**config.mk**
```make
export PLATFORM = sky130hd
export DESIGN_NAME = imb_mailbox
export DESIGN_NICKNAME = d
export VERILOG_FILES = /design/src/imb_pkg.sv /design/src/imb_mailbox.sv
export SDC_FILE = /design/constraint.sdc
export NUM_CORES = 1
export LEC_CHECK = 0
export BUFFER_PORTS_ARGS = -buffer_cell sky130_fd_sc_hd__buf_2
export CAP_MARGIN = 10
export CORE_ASPECT_RATIO = 0.7
export CORE_MARGIN = 2
export CORE_UTILIZATION = 50
export CTS_BUF_LIST = sky130_fd_sc_hd__clkbuf_4 sky130_fd_sc_hd__clkbuf_8 sky130_fd_sc_hd__clkbuf_16
export DETAILED_ROUTE_END_ITERATION = 7
export PLACE_DENSITY_LB_ADDON = 0.15
export SLEW_MARGIN = 0
export SYNTH_ARGS = -nofsm -noshare
export SYNTH_HDL_FRONTEND = slang
export SYNTH_SLANG_ARGS = --single-unit
```
**constraint.sdc**
```tcl
create_clock -name ref_clk_i -period 2.5 [get_ports ref_clk_i]
set_input_delay 0.75 -clock ref_clk_i [delete_from_list [all_inputs] [get_ports ref_clk_i]]
set_output_delay 0.75 -clock ref_clk_i [all_outputs]
set_load 0.005 [all_outputs]
```
**src/imb_pkg.sv**
```systemverilog
/*
  imb_pkg: constants and carrier types for the i2c mailbox and event block.
  assumes: a single 10 mhz device clock and a 17-bit register bus offset.
*/
package imb_pkg;

  // register bus offset width, wide enough for the 0x1d3xx window
  localparam int ADDR_W = 17;

  // register bus offsets
  localparam logic [ADDR_W-1:0] OFS_OUTBOUND = 17'h1d290;
  localparam logic [ADDR_W-1:0] OFS_INBOUND = 17'h1d294;
  localparam logic [ADDR_W-1:0] OFS_EV_SUMMARY = 17'h1d300;
  localparam logic [ADDR_W-1:0] OFS_EV_SNAPSHOT = 17'h1d304;

  // i2c slave address window of each mailbox (first and last byte)
  localparam logic [7:0] I2C_OUT_FIRST = 8'h90;
  localparam logic [7:0] I2C_OUT_LAST = 8'h93;
  localparam logic [7:0] I2C_IN_FIRST = 8'h94;
  localparam logic [7:0] I2C_IN_LAST = 8'h97;

  // reset values
  localparam logic [31:0] MBOX_RESET = 32'h0000_0000;
  localparam logic [31:0] EVENT_RESET = 32'h0000_0000;
  localparam logic [7:0] BYTE_RESET = 8'h00;

  // implemented event bits; reserved positions always read as zero
  localparam logic [31:0] EVENT_VALID = 32'hfcfa_7bee;

  // event bit positions generated inside this block
  localparam int EV_REG_WRITE = 1;
  localparam int EV_REG_READ = 2;
  localparam int EV_XFER_DONE = 3;
  localparam int EV_IN_WRITE = 8;
  localparam int EV_OUT_READ = 9;

  // a byte on the i2c link is eight bits, then the acknowledge slot
  localparam logic [3:0] BITS_PER_BYTE = 4'h8;

  // register bus request
  typedef struct packed {
    logic valid;
    logic write;
    logic [ADDR_W-1:0] addr;
    logic [31:0] wdata;
  } imb_reg_req_t;

  // register bus answer, one cycle after the request
  typedef struct packed {
    logic valid;
    logic [31:0] rdata;
  } imb_reg_rsp_t;

  // mailbox flags and interrupt pulses
  typedef struct packed {
    logic outgoing_full_flag;
    logic incoming_full_flag;
    logic outgoing_drained_irq;
    logic incoming_loaded_irq;
  } imb_mbox_stat_t;

endpackage

```
**src/imb_mailbox.sv**
```systemverilog
/*
  imb_mailbox: outgoing and incoming 32-bit mailboxes shared between the
  register bus and an external i2c master, a small i2c slave engine that
  reaches them, and the event / event snapshot registers.
  assumes: scl and sda arrive asynchronously; sda is open-drain, resolved outside;
  capture, status clear, mask and soft reset come from logic on the same clock.
*/
// Function
// - outgoing mailbox bus read/write, i2c read-only
// - outgoing mailbox bytes at i2c 0x90-0x93
// - software write sets outgoing-full flag
// - completed read clears flag, drained irq if set
// - read complete at stop after mailbox byte
// - incoming mailbox bus read-only, i2c writable
// - incoming mailbox bytes at i2c 0x94-0x97
// - incoming write sets full flag and irq
// - software read of incoming clears full flag
// - summary bit is new OR snapshot bit
// - interrupt status read captures a snapshot
// - summary write-one clears snapshot and new
// - snapshot write-one clears only snapshot bit
// - status write-one clears enabled snapshot bits
// - summary ANDed with mask drives status
// - soft reset clears and blocks all events
// - event 1 on register-write transaction done
// - event 2 on register-read transaction done
// - event 3 on addressed transaction done
// - event 8 on incoming mailbox write done
// - event 9 on outgoing read while full
module imb_mailbox import imb_pkg::*; #(
  parameter logic [6:0] SLAVE_ADDR = 7'h2a  // arbitrary default slave address
) (
  // clock and reset
  input wire logic ref_clk_i,
  input wire logic reset_i,
  input wire logic block_soft_reset_i,
  // register bus
  input wire imb_reg_req_t reg_req_i,
  output imb_reg_rsp_t reg_rsp_o,
  // i2c pins
  input wire logic scl_i,
  input wire logic sda_i,
  output logic sda_o,
  output logic sda_oe_o,
  // interrupt status side
  input wire logic snap_capture_i,
  input wire logic [31:0] int_stat_clear_i,
  input wire logic [31:0] event_mask_reg_i,
  input wire logic [31:0] ext_event_i,
  // flags and enabled events
  output imb_mbox_stat_t mbox_stat_o,
  output logic [31:0] event_enabled_o
);

  typedef enum logic [2:0] {
    ST_IDLE, ST_ADDR, ST_PTR, ST_WDATA, ST_ACK, ST_RDATA, ST_RACK
  } imb_state_t;

  // byte of a mailbox word at a given byte index; index 0 is the top byte
  function automatic logic [7:0] mbox_byte(input logic [31:0] word, input logic [1:0] idx);
    return word[{~idx, 3'h0} +: 8];
  endfunction

  // true when an i2c pointer falls inside an inclusive window
  function automatic logic in_window(input logic [7:0] p, input logic [7:0] lo, input logic [7:0] hi);
    return (p >= lo) && (p <= hi);
  endfunction

  // pin synchronisers and delayed copies for edge finding
  logic scl_s1, scl_s2, scl_d;
  logic sda_s1, sda_s2, sda_d;
  // slave engine state
  imb_state_t state, after_ack;
  logic [3:0] bit_cnt;     // bits seen in the current byte
  logic [7:0] shreg;       // receive or transmit shift register
  logic [7:0] ptr;         // i2c register pointer, auto increments
  logic [7:0] acc_ptr;     // pointer of the byte just accessed
  logic [7:0] wr_data;     // byte written by the master
  logic wr_stb, rd_stb, match_stb;
  logic sda_oe, sda_out;
  // per-transaction history, cleared at start
  logic out_touched, in_touched, reg_wr_seen, reg_rd_seen, addressed;
  // storage
  logic [31:0] out_mbox, in_mbox;
  logic [31:0] new_event, snap_event, event_enabled;
  imb_mbox_stat_t mbox_stat;
  imb_reg_rsp_t reg_rsp;
  // combinational helpers
  logic start_det, stop_det, scl_rise, scl_fall, clr_all;
  logic bus_rd, bus_wr;
  logic [7:0] rd_byte;
  logic [31:0] hw_set, sum_clr, snap_clr;

  // block-wide clear: hard reset or soft reset of the i2c block
  assign clr_all = reset_i || block_soft_reset_i;
  assign bus_rd = reg_req_i.valid && !reg_req_i.write;
  assign bus_wr = reg_req_i.valid && reg_req_i.write;

  // two flip-flops per pin, then one more stage for edge detection;
  // reset to the idle high level so that no false edge follows reset
  always_ff @(posedge ref_clk_i) begin
    if (reset_i) begin
      {scl_d, scl_s2, scl_s1} <= 3'h7;
      {sda_d, sda_s2, sda_s1} <= 3'h7;
    end else begin
      {scl_d, scl_s2, scl_s1} <= {scl_s2, scl_s1, scl_i};
      {sda_d, sda_s2, sda_s1} <= {sda_s2, sda_s1, sda_i};
    end
  end

  // start and stop are sda edges while scl stays high
  assign start_det = scl_s2 && scl_d && sda_d && !sda_s2;
  assign stop_det = scl_s2 && scl_d && !sda_d && sda_s2;
  assign scl_rise = scl_s2 && !scl_d;
  assign scl_fall = !scl_s2 && scl_d;

  // byte returned to the master; addresses outside the mailboxes read zero
  always_comb begin
    rd_byte = BYTE_RESET;
    if (in_window(ptr, I2C_OUT_FIRST, I2C_OUT_LAST)) begin
      rd_byte = mbox_byte(out_mbox, ptr[1:0]);
    end else if (in_window(ptr, I2C_IN_FIRST, I2C_IN_LAST)) begin
      rd_byte = mbox_byte(in_mbox, ptr[1:0]);
    end
  end

  // i2c slave engine: address, pointer, then data bytes with auto increment
  always_ff @(posedge ref_clk_i) begin
    wr_stb <= 1'b0;
    rd_stb <= 1'b0;
    match_stb <= 1'b0;
    if (clr_all) begin
      state <= ST_IDLE;
      after_ack <= ST_IDLE;
      bit_cnt <= 4'h0;
      shreg <= BYTE_RESET;
      ptr <= BYTE_RESET;
      acc_ptr <= BYTE_RESET;
      wr_data <= BYTE_RESET;
      sda_oe <= 1'b0;
    end else if (stop_det) begin
      // stop always releases the line
      state <= ST_IDLE;
      sda_oe <= 1'b0;
    end else if (start_det) begin
      // start or repeated start: expect the address byte
      state <= ST_ADDR;
      bit_cnt <= 4'h0;
      sda_oe <= 1'b0;
    end else begin
      case (state)
        ST_ADDR, ST_PTR, ST_WDATA: begin
          if (scl_rise) begin
            // sample on the rising edge, data is stable while scl is high
            shreg <= {shreg[6:0], sda_s2};
            bit_cnt <= bit_cnt + 4'h1;
          end else if (scl_fall && bit_cnt == BITS_PER_BYTE) begin
            bit_cnt <= 4'h0;
            state <= ST_ACK;
            sda_oe <= 1'b1;
            if (state == ST_ADDR) begin
              if (shreg[7:1] == SLAVE_ADDR) begin
                match_stb <= 1'b1;
                after_ack <= shreg[0] ? ST_RDATA : ST_PTR;
              end else begin
                // not for us: stay off the line until the next start
                state <= ST_IDLE;
                sda_oe <= 1'b0;
              end
            end else if (state == ST_PTR) begin
              ptr <= shreg;
              after_ack <= ST_WDATA;
            end else begin
              wr_stb <= 1'b1;
              acc_ptr <= ptr;
              wr_data <= shreg;
              ptr <= ptr + 8'h01;
              after_ack <= ST_WDATA;
            end
          end
        end
        ST_ACK: begin
          if (scl_fall) begin
            state <= after_ack;
            bit_cnt <= 4'h0;
            if (after_ack == ST_RDATA) begin
              // first read byte goes out right after the address ack
              shreg <= rd_byte;
              sda_oe <= !rd_byte[7];
              rd_stb <= 1'b1;
              acc_ptr <= ptr;
              ptr <= ptr + 8'h01;
            end else begin
              sda_oe <= 1'b0;
            end
          end
        end
        ST_RDATA: begin
          if (scl_rise) begin
            bit_cnt <= bit_cnt + 4'h1;
          end else if (scl_fall) begin
            if (bit_cnt == BITS_PER_BYTE) begin
              // let the master drive its acknowledge
              sda_oe <= 1'b0;
              state <= ST_RACK;
            end else begin
              shreg <= {shreg[6:0], 1'b0};
              sda_oe <= !shreg[6];
            end
          end
        end
        ST_RACK: begin
          if (scl_rise && sda_s2) begin
            // nack: the master wants no more data
            state <= ST_IDLE;
          end else if (scl_fall) begin
            state <= ST_RDATA;
            bit_cnt <= 4'h0;
            shreg <= rd_byte;
            sda_oe <= !rd_byte[7];
            rd_stb <= 1'b1;
            acc_ptr <= ptr;
            ptr <= ptr + 8'h01;
          end
        end
        default: begin
          state <= ST_IDLE;
          sda_oe <= 1'b0;
        end
      endcase
    end
  end

  // open-drain pin: only ever pulls low, the enable carries the data
  always_ff @(posedge ref_clk_i) begin
    sda_out <= 1'b0;
  end
  assign sda_o = sda_out;
  assign sda_oe_o = sda_oe;

  // history of the transaction since the last start; consumed at stop so that
  // a later stop without a start counts nothing
  always_ff @(posedge ref_clk_i) begin
    if (clr_all || start_det || stop_det) begin
      out_touched <= 1'b0;
      in_touched <= 1'b0;
      reg_wr_seen <= 1'b0;
      reg_rd_seen <= 1'b0;
      addressed <= 1'b0;
    end else begin
      out_touched <= out_touched || (rd_stb && in_window(acc_ptr, I2C_OUT_FIRST, I2C_OUT_LAST));
      in_touched <= in_touched || (wr_stb && in_window(acc_ptr, I2C_IN_FIRST, I2C_IN_LAST));
      reg_wr_seen <= reg_wr_seen || wr_stb;
      reg_rd_seen <= reg_rd_seen || rd_stb;
      addressed <= addressed || match_stb;
    end
  end

  // mailbox storage: outgoing from the bus only, incoming from i2c only
  always_ff @(posedge ref_clk_i) begin
    if (clr_all) begin
      out_mbox <= MBOX_RESET;
      in_mbox <= MBOX_RESET;
    end else begin
      if (bus_wr && reg_req_i.addr == OFS_OUTBOUND) begin
        out_mbox <= reg_req_i.wdata;
      end
      // i2c writes into the outgoing window are dropped; pointer bits pick the byte
      if (wr_stb && in_window(acc_ptr, I2C_IN_FIRST, I2C_IN_LAST)) begin
        in_mbox[{~acc_ptr[1:0], 3'h0} +: 8] <= wr_data;
      end
    end
  end

  // mailbox flags; when a set meets a clear in one cycle the set wins
  always_ff @(posedge ref_clk_i) begin
    if (clr_all) begin
      mbox_stat <= '0;
    end else begin
      mbox_stat.outgoing_drained_irq <= stop_det && out_touched && mbox_stat.outgoing_full_flag;
      mbox_stat.incoming_loaded_irq <= stop_det && in_touched;
      if (bus_wr && reg_req_i.addr == OFS_OUTBOUND) begin
        mbox_stat.outgoing_full_flag <= 1'b1;
      end else if (stop_det && out_touched) begin
        mbox_stat.outgoing_full_flag <= 1'b0;
      end
      if (stop_det && in_touched) begin
        mbox_stat.incoming_full_flag <= 1'b1;
      end else if (bus_rd && reg_req_i.addr == OFS_INBOUND) begin
        mbox_stat.incoming_full_flag <= 1'b0;
      end
    end
  end
  assign mbox_stat_o = mbox_stat;

  // events raised this cycle, from outside and from the slave engine
  always_comb begin
    hw_set = ext_event_i;
    if (stop_det) begin
      hw_set[EV_REG_WRITE] = ext_event_i[EV_REG_WRITE] || reg_wr_seen;
      hw_set[EV_REG_READ] = ext_event_i[EV_REG_READ] || reg_rd_seen;
      hw_set[EV_XFER_DONE] = ext_event_i[EV_XFER_DONE] || addressed;
      hw_set[EV_IN_WRITE] = ext_event_i[EV_IN_WRITE] || in_touched;
      hw_set[EV_OUT_READ] = ext_event_i[EV_OUT_READ] || (out_touched && mbox_stat.outgoing_full_flag);
    end
    hw_set = hw_set & EVENT_VALID;
  end

  // write-one-to-clear masks from the three clearing paths
  always_comb begin
    sum_clr = '0;
    snap_clr = int_stat_clear_i & event_mask_reg_i;
    if (bus_wr && reg_req_i.addr == OFS_EV_SUMMARY) begin
      sum_clr = reg_req_i.wdata;
    end
    if (bus_wr && reg_req_i.addr == OFS_EV_SNAPSHOT) begin
      snap_clr = snap_clr | reg_req_i.wdata;
    end
    snap_clr = snap_clr | sum_clr;
  end

  // new-event and snapshot registers; a capture moves new events across
  always_ff @(posedge ref_clk_i) begin
    if (clr_all) begin
      new_event <= EVENT_RESET;
      snap_event <= EVENT_RESET;
    end else if (snap_capture_i) begin
      // events raised during the capture stay new for the next snapshot
      snap_event <= (snap_event & ~snap_clr) | new_event;
      new_event <= hw_set;
    end else begin
      snap_event <= snap_event & ~snap_clr;
      new_event <= (new_event & ~sum_clr) | hw_set;
    end
  end

  // enabled events feed the interrupt status; lags the events by one cycle
  always_ff @(posedge ref_clk_i) begin
    if (clr_all) begin
      event_enabled <= EVENT_RESET;
    end else begin
      event_enabled <= (new_event | snap_event) & event_mask_reg_i;
    end
  end
  assign event_enabled_o = event_enabled;

  // register bus answer, one cycle after each request; unmapped reads zero
  always_ff @(posedge ref_clk_i) begin
    if (reset_i) begin
      reg_rsp <= '0;
    end else begin
      reg_rsp.valid <= reg_req_i.valid;
      reg_rsp.rdata <= '0;
      if (bus_rd) begin
        case (reg_req_i.addr)
          OFS_OUTBOUND: reg_rsp.rdata <= out_mbox;
          OFS_INBOUND: reg_rsp.rdata <= in_mbox;
          OFS_EV_SUMMARY: reg_rsp.rdata <= new_event | snap_event;
          OFS_EV_SNAPSHOT: reg_rsp.rdata <= snap_event;
          default: reg_rsp.rdata <= '0;
        endcase
      end
    end
  end
  assign reg_rsp_o = reg_rsp;

endmodule

```
==> flow_metrics.py <==
metrics = {
    "status": {
        "run_status": "completed",
    },
    "synthesis": {
        "synth-seq-area-share": 0.464,
        "synthDominantCellAreaShare": 0.464,
        "synth_cells": 1255,
        "synth_nets": 1417,
        "synth.cell_area_um2": 11000,
        "yosys_register_bits": 254,
        "number_of_synthesized_flops_with_an_enable_pin": 0,
        "yosysWarnings": 0,
        "yosysTopAreaCell": "dfxtp_1",
        "ys_async_sr_fraction": 0,
        "main_area_contributors_after_synthesis": "dfxtp_1, a21oi_1, nor2_1",
        "synth_flop_cell": "dfxtp_1",
        "synthDistinctLibCells": 63,
        "post_synth.cell_area_avg_um2": 8.73,
    },
    "global_routing": {
        "grt_max_degree": 62,
        "use_met2": 0.423,
        "antenna_found_initial": 2,
        "grt_overflow": 0,
        "grt_pass1_wl_mm": 52.7,
        "global_route.usage.total": 0.285,
        "grt-busiest-layer": "met1",
        "gr-usage-met1": 0.428,
        "via_count_of_the_first_global_routing_pass": 9584,
        "gr-usage-met3": 0.0540,
    },
    "worst_hold_path": {
        "endpoint_with_the_worst_hold_slack": "sda_s1",
        "timing.hold.worst.start": "sda_i",
        "timing.hold.worst_path_depth": 2,
        "min_path_type": "primary input to flop",
    },
    "timing": {
        "max_freq_mhz": 456,
        "worst-slew-pin-transition_ns": 0.719,
        "hold_ws_ns": 0.404,
        "fin_skew_ns": 0.0140,
        "setup-tns-final_ns": 0,
        "slew-limit-headroom": 0.519,
        "report.final.hold_viol_count": 0,
        "grt_setup_unrepaired": "no",
        "final-setup-viol-count": 0,
        "fin_ws_ns": 0.306,
        "min_period_over_period": 0.877,
        "report.final.slew_viol_count": 0,
        "post-route-min-period_ns": 2.19,
    },
    "cells_and_area": {
        "antenna_cells_inserted": 0,
        "synthToLayoutAreaGrowth_pct": 23.6,
        "post_route_cells_drive_above_1_share": 0.239,
        "final.fill_count": 1898,
        "finalCoreUtilization": 0.627,
        "finalNonFillerCells": 1763,
        "design.final.nets": 1623,
    },
    "critical_path": {
        "r2r_slack_ns": 0.31,
        "regToRegEndpoint": "ptr[5]",
        "endpoint_kind": "flop",
        "cp_cell_sequence": "inv_1 > ha_1 > and3b_1 > a21oi_1 > or4_1 > buf_4 > o221a_2",
        "timing.critical_path.buf_inv": 2,
        "worstReg2RegStart": "bit_cnt[0]",
        "top_delay_family_on_crit_path": "simple AND/OR/NAND/NOR gates",
        "setup_crit_path_kind": "flop to flop",
        "critPathLaunchType": "flop",
        "worst_path_max_delay_cell": "or4_1",
        "critical_path_max_stage_delay_ns": 0.57,
        "worst-path-max-fanout": 18,
        "worstPathArrival_ns": 2.60,
        "critPathRequiredTime_ns": 2.91,
        "worst_case_reg_to_reg_path_depth": 7,
    },
    "place": {
        "port_buffers": 214,
        "dp_worst_setup_slack_ns": 0.0122,
        "dp_hpwl_mm": 24.0,
        "place.gp.congestion": 0.930,
        "post-place-cells": 1715,
    },
    "die": {
        "fp.dieW_um": 181,
        "ioPinCount": 224,
        "floorplan.initialDensity": 0.507,
        "rows": 45,
        "core_box_area_um2": 21600,
        "die-area_um2": 23100,
        "dieHeight_um": 128,
    },
    "pwr": {
        "power_per_cell_area_nw_per_um2": 642,
        "power.ir.vdd_worst_v": 0.000475,
        "power_leakage_nw": 5.37,
    },
    "route": {
        "wire_per_inst_um": 18.9,
        "via_per_inst": 5.95,
        "drt-initial-drc-count": 1150,
        "ant_nets": 0,
        "drc_errors": 0,
        "wirelength_mm": 33.4,
        "drt_first_pass_iters": 7,
        "vias": 10500,
    },
    "run": {
        "timing.max_cap.violations": 0,
    },
    "clock_tree": {
        "cts-buffers-inserted": 26,
        "cts.root.buffer_cell": "clkbuf_16",
        "clock_tree_from_tritoncts": "built",
        "cts_setup_buffers": 0,
        "ctsHoldBuffers": 0,
        "clk_pin_slew_ns": 0.07,
        "clock_tree.buffer_depth": 3,
        "insertion_delay_ns": 0.53,
        "cts-resized-gates": 0,
        "sinks_on_clock_net": 254,
        "ctsHtreeMaxLevel": 1,
    },
}
-- power breakdown --
part	internal, mW	switching, mW
logic	0.166	0.223
registers	4.08	0.0273
clock network	2.59	1.61
-- worst reg2reg max path: stages (launching register included) --
cell,delay [ns]
dfxtp_1,0.35
inv_1,0.08
ha_1,0.17
and3b_1,0.26
a21oi_1,0.11
or4_1,0.57
buf_4,0.24
o221a_2,0.31
-- layout make-up --
type | count | area (um2) | share of cell area
Clock buffer | 37 | 782 | 0.0577
Clock inverter | 11 | 160 | 0.0118
Inverter | 53 | 199 | 0.0147
Multi-Input combinational cell | 865 | 5400 | 0.398
Sequential cell | 254 | 5080 | 0.375
Tap cell | 282 | 353 | 0.0260
Timing Repair Buffer | 261 | 1570 | 0.116
-- sequential cells by signal, indices dropped and copies added, names as in the netlist, 3 cells and up --
signal,count
acc_ptr,8
mbox_stat_o,4
snap_event,32
state,3
wr_data,8
bit_cnt,4
shreg,8
ptr,8
out_mbox,32
reg_rsp_o,33
event_enabled_o,32
after_ack,3
in_mbox,32
new_event,32
-- synth_stat cells (5+ instances only) --
cell type	instances
dfxtp_1	254
nor2_1	145
nand2_1	134
a21oi_1	121
o21ai_0	60
clkbuf_1	57
inv_1	53
nor2b_1	37
a31oi_1	35
a221o_1	33
a222oi_1	32
a21o_1	28
nand2b_1	28
buf_2	23
o21a_1	21
nand3_1	17
mux4_2	16
a211oi_1	13
nor3_1	12
mux2i_1	11
o211ai_1	10
o31ai_1	10
and3_1	9
ha_1	9
nor3b_1	8
or2_2	8
nor4_1	7
o32ai_1	6
a211o_1	5
and3b_1	5
-- worst max-delay path by stage --
| stage | from | endpoint | cells after the start |
|---|---|---|---|
| after CTS | bit_cnt[0] | ptr[5] | 7 |
| after detailed placement | reg_req_i[35] | reg_rsp_o[17] | 8 |
| after global routing | bit_cnt[0] | acc_ptr[2] | 8 |
| final | bit_cnt[0] | ptr[5] | 7 |
| after global placement | reg_req_i[35] | reg_rsp_o[17] | 8 |
| after floorplan | reg_req_i[43] | out_mbox[2] | 7 |
-- per-layer routing --
| metal | up-vias | share of wire |
|---|---|---|
| met1 | 4943 | 0.46 |
| met2 | 560 | 0.41 |
| met5 | - | 0.00069 |
| li1 | 4926 | - |
| met4 | 4 | 0.022 |
| met3 | 61 | 0.10 |
-- cell usage in the layout (no fill, tap or decap), drive strengths merged, types with 4 or more instances in the layout --
master,Yosys,routed
nor3,12,12
a222oi,32,32
dfxtp,254,254
and3,9,9
o21a,21,21
ha,9,9
clkbuf,57,37
nor4b,5,5
buf,26,261
nor4,8,8
nand3,17,17
inv,53,53
o31ai,10,10
nor3b,8,8
nand2b,29,29
a211oi,13,13
a221o,33,33
a21oi,121,121
a211o,5,5
nand2,134,134
bufinv,0,4
o32ai,6,6
or2,8,8
clkinv,0,5
and3b,5,5
a21o,28,28
o21ai,60,60
mux2i,11,11
nor2b,37,37
o211ai,10,10
a31oi,35,35
mux4,16,16
nor2,146,146
-- per-stage QoR --
step	area (um2)	total power, mW
global placement	12600	4.58
global route	13600	8.95
floorplan	11000	4.35
CTS	13600	8.74
detailed placement	12600	4.58
finish	13600	8.69
-- cell families after synthesis --
group / synth area share
AND/OR/NAND/NOR: 0.194
AO/OA/AOI/OAI: 0.238
flip-flops: 0.464
buffers and inverters: 0.0499
multiplexers: 0.0429
adder cells (fa/ha/maj): 0.0103
other: 0.000342
XOR/XNOR: 0.000799
Note: power is estimated with default switching activity, not from simulation.
